<file path="config.mk">
export PLATFORM = sky130hd
export DESIGN_NAME = periodic_timebase_interrupt
export DESIGN_NICKNAME = d
export VERILOG_FILES = /design/src/rtl/timebase_pkg.sv /design/src/rtl/ref_clk_sync.sv /design/src/rtl/tap_divider_chain.sv /design/src/rtl/periodic_timebase_interrupt.sv
export SDC_FILE = /design/constraint.sdc
export NUM_CORES = 1
export LEC_CHECK = 0
export BUFFER_PORTS_ARGS = -buffer_cell sky130_fd_sc_hd__buf_2
export CORE_ASPECT_RATIO = 1.25
export CORE_MARGIN = 2
export CORE_UTILIZATION = 60
export CTS_CLUSTER_SIZE = 14
export DETAILED_ROUTE_END_ITERATION = 10
export HOLD_SLACK_MARGIN = 0.15
export PLACE_DENSITY = 0.93
export SETUP_SLACK_MARGIN = 0.4
export SLEW_MARGIN = 20
export SYNTH_ARGS = -nofsm -noshare
export SYNTH_HDL_FRONTEND = slang
export SYNTH_HIERARCHICAL = 1
export SYNTH_SLANG_ARGS = --single-unit
export TNS_END_PERCENT = 5
</file>
<file path="constraint.sdc">
create_clock -name i_core_clk -period 3.6 [get_ports i_core_clk]
set_input_delay 0.54 -clock i_core_clk [delete_from_list [all_inputs] [get_ports i_core_clk]]
set_output_delay 0.54 -clock i_core_clk [all_outputs]
set_load 0.02 [all_outputs]
</file>
<file path="src/rtl/timebase_pkg.sv">
// Purpose: Shared constants and types for the periodic timebase.
// Assumes: One 8-bit control register on a plain address/strobe port.
// Notes: Field positions and reset values live here and nowhere else.
package timebase_pkg;

   // Register port widths and the single control register offset.
   localparam int ADDR_W = 4;
   localparam int DATA_W = 8;
   typedef logic [ADDR_W-1:0] addr_t;
   typedef logic [DATA_W-1:0] data_t;
   localparam addr_t CTRL_OFFSET = 4'h0;

   // Control register field positions.
   localparam int FLAG_BIT = 7;
   localparam int TAP_MSB = 6;
   localparam int TAP_LSB = 4;
   localparam int ACK_BIT = 3;
   localparam int IE_BIT = 2;
   localparam int RUN_BIT = 1;

   // Reset values of the stored fields.
   localparam logic CTRL_IE_RESET = 1'h0;
   localparam logic CTRL_RUN_RESET = 1'h0;
   localparam logic [2:0] CTRL_TAP_RESET = 3'h0;
   localparam logic CTRL_FLAG_RESET = 1'h0;
   localparam data_t RDATA_IDLE = 8'h00;

   // Divider structure: optional extra prescale, then the main chain.
   localparam int PRESC_STAGES = 7;
   localparam int CHAIN_STAGES = 15;
   localparam logic [PRESC_STAGES-1:0] PRESC_ONE = 7'h01;
   localparam logic [PRESC_STAGES-1:0] PRESC_MAX = 7'h7f;
   localparam logic [CHAIN_STAGES-1:0] CHAIN_ONE = 15'h0001;

   typedef logic [2:0] tap_sel_t;
   typedef logic [3:0] tap_idx_t;

   // Configuration that steers the divider chain.
   typedef struct packed {
      logic run;
      logic prescale;
      tap_sel_t tap;
   } divider_cfg_s;

   // Chain bit whose rising transition marks a rollover for each tap code.
   function automatic tap_idx_t tap_bit(input tap_sel_t sel);
      case (sel)
         3'h0: tap_bit = 4'he;
         3'h1: tap_bit = 4'hc;
         3'h2: tap_bit = 4'ha;
         3'h3: tap_bit = 4'h6;
         3'h4: tap_bit = 4'h5;
         3'h5: tap_bit = 4'h4;
         3'h6: tap_bit = 4'h3;
         default: tap_bit = 4'h2;
      endcase
   endfunction : tap_bit

endpackage : timebase_pkg

</file>
<file path="src/rtl/ref_clk_sync.sv">
// Purpose: Bring the oscillator reference pin into the core clock domain.
// Assumes: The reference runs well below half the core clock rate.
// Notes: Emits a one-cycle pulse per rising edge of the reference.
`timescale 1ns/1ps
`default_nettype none
module ref_clk_sync (
   // Clock and reset.
   input wire logic i_core_clk,
   input wire logic i_rst,
   // Asynchronous reference level.
   input wire logic i_osc_reference_clock,
   // Rising edge seen, one cycle.
   output logic o_rise
);

   logic [2:0] sync_q;
   logic level_q;

   // Three-stage shift; only the last two stages are compared.
   always_ff @(posedge i_core_clk or posedge i_rst) begin
      if (i_rst) begin
         sync_q <= 3'h0;
      end else begin
         sync_q <= {sync_q[1:0], i_osc_reference_clock};
      end
   end

   // Accepted level moves only when the second and third stages agree.
   always_ff @(posedge i_core_clk or posedge i_rst) begin
      if (i_rst) begin
         level_q <= 1'h0;
      end else if (sync_q[1] == sync_q[2]) begin
         level_q <= sync_q[2];
      end
   end

   // A rise counts once both late stages read high over a low accepted level.
   assign o_rise = sync_q[1] & sync_q[2] & ~level_q;

endmodule : ref_clk_sync
`default_nettype wire

</file>
<file path="src/rtl/tap_divider_chain.sv">
// Purpose: Optional divide-by-128 prescale followed by a 15-stage chain.
// Assumes: i_tick is one cycle per reference period, already gated.
// Notes: o_event is combinational and marks the selected tap rising.
`timescale 1ns/1ps
`default_nettype none
module tap_divider_chain (
   // Clock and reset.
   input wire logic i_core_clk,
   input wire logic i_rst,
   // Reference tick and configuration.
   input wire logic i_tick,
   input wire timebase_pkg::divider_cfg_s i_cfg,
   // Rollover event and chain state.
   output logic o_event,
   output logic [timebase_pkg::CHAIN_STAGES-1:0] o_chain
);
   import timebase_pkg::*;

   logic [PRESC_STAGES-1:0] presc_q;
   logic [CHAIN_STAGES-1:0] chain_q;
   logic [CHAIN_STAGES-1:0] chain_d;
   logic src_tick;
   tap_idx_t k;

   // Source tick, next chain value and tap rise detection.
   always_comb begin
      src_tick = i_tick & (~i_cfg.prescale | (presc_q == PRESC_MAX));
      chain_d = chain_q + CHAIN_ONE;
      k = tap_bit(i_cfg.tap);
      // Rising tap bit gives a half period first, then full periods.
      o_event = i_cfg.run & src_tick & ~chain_q[k] & chain_d[k];
   end

   // Extra prescale counts only when selected and running.
   always_ff @(posedge i_core_clk or posedge i_rst) begin
      if (i_rst) begin
         presc_q <= '0;
      end else if (!i_cfg.run || !i_cfg.prescale) begin
         presc_q <= '0;
      end else if (i_tick) begin
         presc_q <= presc_q + PRESC_ONE;
      end
   end

   // Main chain is cleared while stopped and advances per source tick.
   always_ff @(posedge i_core_clk or posedge i_rst) begin
      if (i_rst) begin
         chain_q <= '0;
      end else if (!i_cfg.run) begin
         chain_q <= '0;
      end else if (src_tick) begin
         chain_q <= chain_d;
      end
   end

   assign o_chain = chain_q;

endmodule : tap_divider_chain
`default_nettype wire

</file>
<file path="src/rtl/periodic_timebase_interrupt.sv">
// Purpose: Periodic timebase with one control register and an interrupt.
// Assumes: Wait, stop and configuration options come from core logic.
// Notes: The reference clock pin is sampled, never used as a clock.
// Notes: Tap writes while running are accepted; software must keep them away.
`timescale 1ns/1ps
`default_nettype none
module periodic_timebase_interrupt (
   // Clock and reset.
   input wire logic i_core_clk,
   input wire logic i_rst,

   // Register port.
   input wire timebase_pkg::addr_t i_addr,
   input wire timebase_pkg::data_t i_wdata,
   input wire logic i_wr,
   input wire logic i_rd,
   output timebase_pkg::data_t o_rdata,

   // Oscillator reference pin and configuration options.
   input wire logic i_osc_reference_clock,
   input wire logic i_extra_prescale_select,
   input wire logic i_osc_run_in_stop,

   // Low-power modes.
   input wire logic i_wait_mode,
   input wire logic i_stop_mode,

   // Requests to the processor.
   output logic o_irq,
   output logic o_wakeup
);
   import timebase_pkg::*;

   // Stored control fields and their next values.
   logic ie_q;
   logic run_q;
   tap_sel_t tap_q;
   logic flag_q;
   logic flag_d;
   logic ie_d;

   // Output registers.
   logic irq_q;
   logic wakeup_q;
   data_t rdata_q;

   // Internal strobes and status.
   logic osc_rise;
   logic active;
   logic access_ok;
   logic hit;
   logic wr_ok;
   logic rd_ok;
   logic ack_wr;
   logic div_event;
   divider_cfg_s cfg;
   logic [CHAIN_STAGES-1:0] chain;

   // Reference pin synchroniser.
   ref_clk_sync u_sync (
      .i_core_clk (i_core_clk),
      .i_rst (i_rst),
      .i_osc_reference_clock (i_osc_reference_clock),
      .o_rise (osc_rise)
   );

   // The oscillator only reaches the chain when it is running.
   assign active = ~i_stop_mode | i_osc_run_in_stop;

   // Configuration seen by the divider chain.
   assign cfg = '{run: run_q, prescale: i_extra_prescale_select, tap: tap_q};

   // Divider chain and tap select.
   tap_divider_chain u_div (
      .i_core_clk (i_core_clk),
      .i_rst (i_rst),
      .i_tick (osc_rise & active),
      .i_cfg (cfg),
      .o_event (div_event),
      .o_chain (chain)
   );

   // The register is unreachable in either low-power mode.
   assign access_ok = ~i_wait_mode & ~i_stop_mode;
   assign hit = (i_addr == CTRL_OFFSET);
   assign wr_ok = i_wr & access_ok & hit;
   assign rd_ok = i_rd & access_ok & hit;
   assign ack_wr = wr_ok & i_wdata[ACK_BIT];

   // Stored fields; the tap may change at any time, software keeps it steady.
   always_ff @(posedge i_core_clk or posedge i_rst) begin
      if (i_rst) begin
         run_q <= CTRL_RUN_RESET;
         tap_q <= CTRL_TAP_RESET;
      end else if (wr_ok) begin
         run_q <= i_wdata[RUN_BIT];
         tap_q <= i_wdata[TAP_MSB:TAP_LSB];
      end
   end

   // Interrupt enable next value.
   always_comb begin
      ie_d = ie_q;
      if (wr_ok) begin
         ie_d = i_wdata[IE_BIT];
      end
   end

   // Pending flag: a new rollover wins over an acknowledge.
   always_comb begin
      flag_d = flag_q;
      if (ack_wr) begin
         flag_d = 1'b0;
      end
      if (div_event) begin
         flag_d = 1'b1;
      end
   end

   // Flag and enable registers; the flag ignores the written flag bit.
   always_ff @(posedge i_core_clk or posedge i_rst) begin
      if (i_rst) begin
         flag_q <= CTRL_FLAG_RESET;
         ie_q <= CTRL_IE_RESET;
      end else begin
         flag_q <= flag_d;
         ie_q <= ie_d;
      end
   end

   // Interrupt and wakeup registered from the next state of flag and enable.
   always_ff @(posedge i_core_clk or posedge i_rst) begin
      if (i_rst) begin
         irq_q <= 1'b0;
         wakeup_q <= 1'b0;
      end else begin
         irq_q <= flag_d & ie_d;
         wakeup_q <= flag_d & ie_d & i_stop_mode & i_osc_run_in_stop;
      end
   end

   // Read data stands for one cycle only; other reads return zero.
   always_ff @(posedge i_core_clk or posedge i_rst) begin
      if (i_rst) begin
         rdata_q <= RDATA_IDLE;
      end else if (rd_ok) begin
         rdata_q <= RDATA_IDLE;
         rdata_q[FLAG_BIT] <= flag_q;
         rdata_q[TAP_MSB:TAP_LSB] <= tap_q;
         rdata_q[ACK_BIT] <= 1'b0;
         rdata_q[IE_BIT] <= ie_q;
         rdata_q[RUN_BIT] <= run_q;
      end else begin
         rdata_q <= RDATA_IDLE;
      end
   end

   // Outputs come straight from their registers.
   assign o_irq = irq_q;
   assign o_wakeup = wakeup_q;
   assign o_rdata = rdata_q;
endmodule : periodic_timebase_interrupt
`default_nettype wire

</file>
==> results_dict.tcl <==
set metrics [dict create \
    grt_pass1_vias 1808 \
    crit_required_ps 3820 \
    total_power_mw 0.950 \
    final_util 0.672 \
    n_antenna_cell 0 \
    dp_cells 282 \
    root_buffer "clkbuf_8" \
    syn_avg_cell_area_um2 10.4 \
    instances_no_fill 291 \
    ys_async_sr_fraction 1.00 \
    synth_top_family_by_area "simple AND/OR/NAND/NOR gates" \
    cp_max_fo 9 \
    place_area_um2 2410 \
    wl_um 5060 \
    cts_htree_levels 2 \
    drt-vias-per-instance 6.19 \
    synth-adder-area-share 0.0160 \
    gr-usage-all-layers 0.259 \
    nets 274 \
    first_pass_iters 5 \
    synth-edff-count 0 \
    syn_to_final_growth_pct 7.69 \
    cp_slowest_cell "a21boi_1" \
    critPathTopFamily "compound AO/OA/AOI/OAI gates" \
    tightest_slew_ps 853 \
    r2r_setup_slack_ps 1060 \
    fin_crit_sh 0.705 \
    cap_violations 0 \
    numCtsBuffers 5 \
    dpl_worst_slack_ps 1260 \
    yosys.area_share.simple 0.247 \
    antenna_found_initial 0 \
    fin_worst_skew_ps 4.27 \
    worst-setup-path-type "flip-flop to flip-flop" \
    grt_pass1_wl_um 8360 \
    worstPathCellList "ha_1 -> nor2b_1 -> a21boi_1 -> o2111ai_1 -> nor4_2 -> inv_1 -> a22oi_1" \
    peakVddDrop_mv 0.295 \
    initial_core_util 0.624 \
    rsz0062_at_grt "no" \
    drt-initial-drc-count 92 \
    synth_seq_cells 40 \
    insertion_delay_ps 300 \
    p_leak_nw 1.15 \
    clkTransAtPathRegs_ps 80 \
    syn_inst 226 \
    setup_viol 0 \
    syn_area_um2 2340 \
    final_area_um2 2520 \
    ys_warn_count 6 \
    cp-start-kind "flip-flop" \
    reg2reg_depth 7 \
    dr_total_vias 1800 \
    fin_tns_setup_ps 0 \
    cp.arrival_ps 2760 \
    holdPathEnd "u_sync/sync_q[0]$_DFF_PP0_" \
    cts_buffer_depth 2 \
    setup_ws_ps 1060 \
    tritoncts "built" \
    grt_max_degree 23 \
    hp-class "input port to flip-flop" \
    fin_crit_ps 2540 \
    die_h_um 73.9 \
    final-max-slew-violation-count 0 \
    max_freq_mhz 394 \
    grt-ovfl-total 0 \
    ys.flop_type "dfrtp_1" \
    yosys-mux-area-fraction 0.0449 \
    hold_slack_ps 343 \
    synth_xor_xnor_area_share 0.0598 \
    status "finished clean" \
    cts_setup_buffers 0 \
    cts-hold-fix-buffers 1 \
    drive_gt1_frac 0.235 \
    r2r_start "u_sync/sync_q[2]$_DFF_PP0_" \
    synth_compound_area_frac 0.129 \
    portBuffers 26 \
    dp_hpwl_um 3360 \
    ctsResizeCount 0 \
    core_area_um2 3750 \
    fillers 291 \
    synth.distinct_cells 58 \
    crit_path_end_kind "flip-flop" \
    wl_per_cell_um 17.4 \
    worstReg2RegEnd "o_irq$_DFF_PP0_" \
    numClockSinks 40 \
    io_pins 31 \
    slowest_delay_ps 700 \
    die_x_um 59.9 \
    ys_seq_area_frac 0.427 \
    gp_congestion 0.887 \
    die_area_um2 4420 \
    relSlewSlack 0.431 \
    power.density_nw_per_um2 377 \
    ant_nets 0 \
    rows 25 \
    drc 0 \
    min_from "i_osc_reference_clock" \
    hold_path_depth 1 \
    hold_viol 0 \
    crit_buf_inv 1 \
]
final cells by class:
class,count,area (µm²),share of cell area
Tap cell,40,50.0,0.0198
Inverter,11,41.3,0.0164
Sequential cell,40,1000,0.397
Timing Repair Buffer,30,163,0.0645
Multi-Input combinational cell,162,1170,0.464
Clock inverter,2,15.0,0.00595
Clock buffer,6,82.6,0.0327
sequential cells by signal, indices dropped and copies added (netlist names):
register        flops
u_sync/level_q      1
o_irq               1
u_div/o_chain      15
flag_q              1
run_q               1
o_wakeup            1
ie_q                1
tap_q               3
o_rdata             6
u_div/presc_q       7
u_sync/sync_q       3
cell usage in the layout (no fill, tap or decap), types with 2 or more instances in the layout:
cell        netlist  final
nand3_1           8      8
o211ai_1          4      4
mux2i_1           3      3
dfrtp_1          40     40
buf_4             2      3
a22oi_1           2      2
o21ai_0           7      7
a21oi_1           7      7
nand2b_1          2      2
conb_1            1      2
nor3_1            4      4
xnor2_1          12     12
buf_2             1     26
nand4_2           2      2
nand4_1           8      8
clkbuf_8          2      6
nor2_1            7      7
xor2_1            4      4
and2_1           21     21
inv_1            10     10
mux2_4            5      5
ha_1              3      3
a21boi_0          3      2
nand2_1          17     17
clkinvlp_4        0      2
nand4b_1          2      2
and3_1            3      3
or3_1             5      5
a21o_2            2      2
a21boi_1          3      4
cells in the mapped netlist, types with 2 or more instances:
cell / n / area, µm²
a21boi_1: 3 / 22.5
nand3_1: 8 / 40.0
inv_1: 10 / 37.5
o21ai_0: 7 / 35.0
nand2_1: 17 / 63.8
and2_1: 21 / 131
dfrtp_1: 40 / 1000
o211ai_1: 4 / 30.0
nand2b_1: 2 / 12.5
and3_1: 3 / 18.8
clkbuf_8: 2 / 27.5
nand4_1: 8 / 50.1
xnor2_1: 12 / 105
nor2_1: 7 / 26.3
buf_4: 2 / 15.0
buf_6: 7 / 78.8
a22oi_1: 2 / 15.0
nand4_2: 2 / 25.0
ha_1: 3 / 37.5
a21boi_0: 3 / 22.5
mux2_4: 5 / 75.1
mux2i_1: 3 / 30.0
nand4b_1: 2 / 17.5
xor2_1: 4 / 35.0
a21oi_1: 7 / 35.0
nor3_1: 4 / 20.0
a21o_2: 2 / 17.5
clkbuf_1: 2 / 7.51
or3_1: 5 / 31.3
worst register-to-register path: cells and delay by family (launching register included):
kind | cells | cell delay (ps)
AO/OA/AOI/OAI | 3 | 1160
adder cells (fa/ha/maj) | 1 | 160
buffers and inverters | 1 | 130
flip-flops | 1 | 380
AND/OR/NAND/NOR | 2 | 620
cells by family (layout without fill, tap and decap cells):
family / after synthesis / in the layout
fa+ha+maj: 3 / 3
flops: 40 / 40
mux: 8 / 8
simple gates: 91 / 91
compound gates: 42 / 42
buf+inv: 25 / 49
other cells: 1 / 2
xor+xnor: 16 / 16
power by group:
| group | internal, mW | total (mW) | leakage (nW) | switching, mW |
|---|---|---|---|---|
| Combinational | 0.0607 | 0.133 | 0.573 | 0.0721 |
| Sequential | 0.466 | 0.496 | 0.536 | 0.0300 |
| Clock | 0.155 | 0.322 | 0.0434 | 0.167 |
| Total | 0.682 | 0.950 | 1.15 | 0.269 |
how the worst max path moves through the flow:
stage	cells past startpoint	from	slack [ps]	to
after floorplan	9	u_sync/sync_q[1]$_DFF_PP0_	1590	o_irq$_DFF_PP0_
after global placement	7	i_osc_run_in_stop	1380	u_div/o_chain[13]$_DFFE_PP0P_
after detailed placement	7	u_sync/sync_q[2]$_DFF_PP0_	1260	u_div/o_chain[13]$_DFFE_PP0P_
after CTS	7	u_sync/sync_q[2]$_DFF_PP0_	1130	u_div/o_chain[13]$_DFFE_PP0P_
after global routing	7	u_sync/sync_q[2]$_DFF_PP0_	900	o_irq$_DFF_PP0_
final	7	u_sync/sync_q[2]$_DFF_PP0_	1060	o_irq$_DFF_PP0_
metal layers:
layer	global-route usage	up-vias	part of all wire
met1	0.274	887	0.37
met4	0.133	0	0.033
met5	0	-	0
met2	0.464	57	0.56
met3	0.0599	13	0.042
li1	-	843	-
No activity file was read; power rests on OpenSTA's default activity.
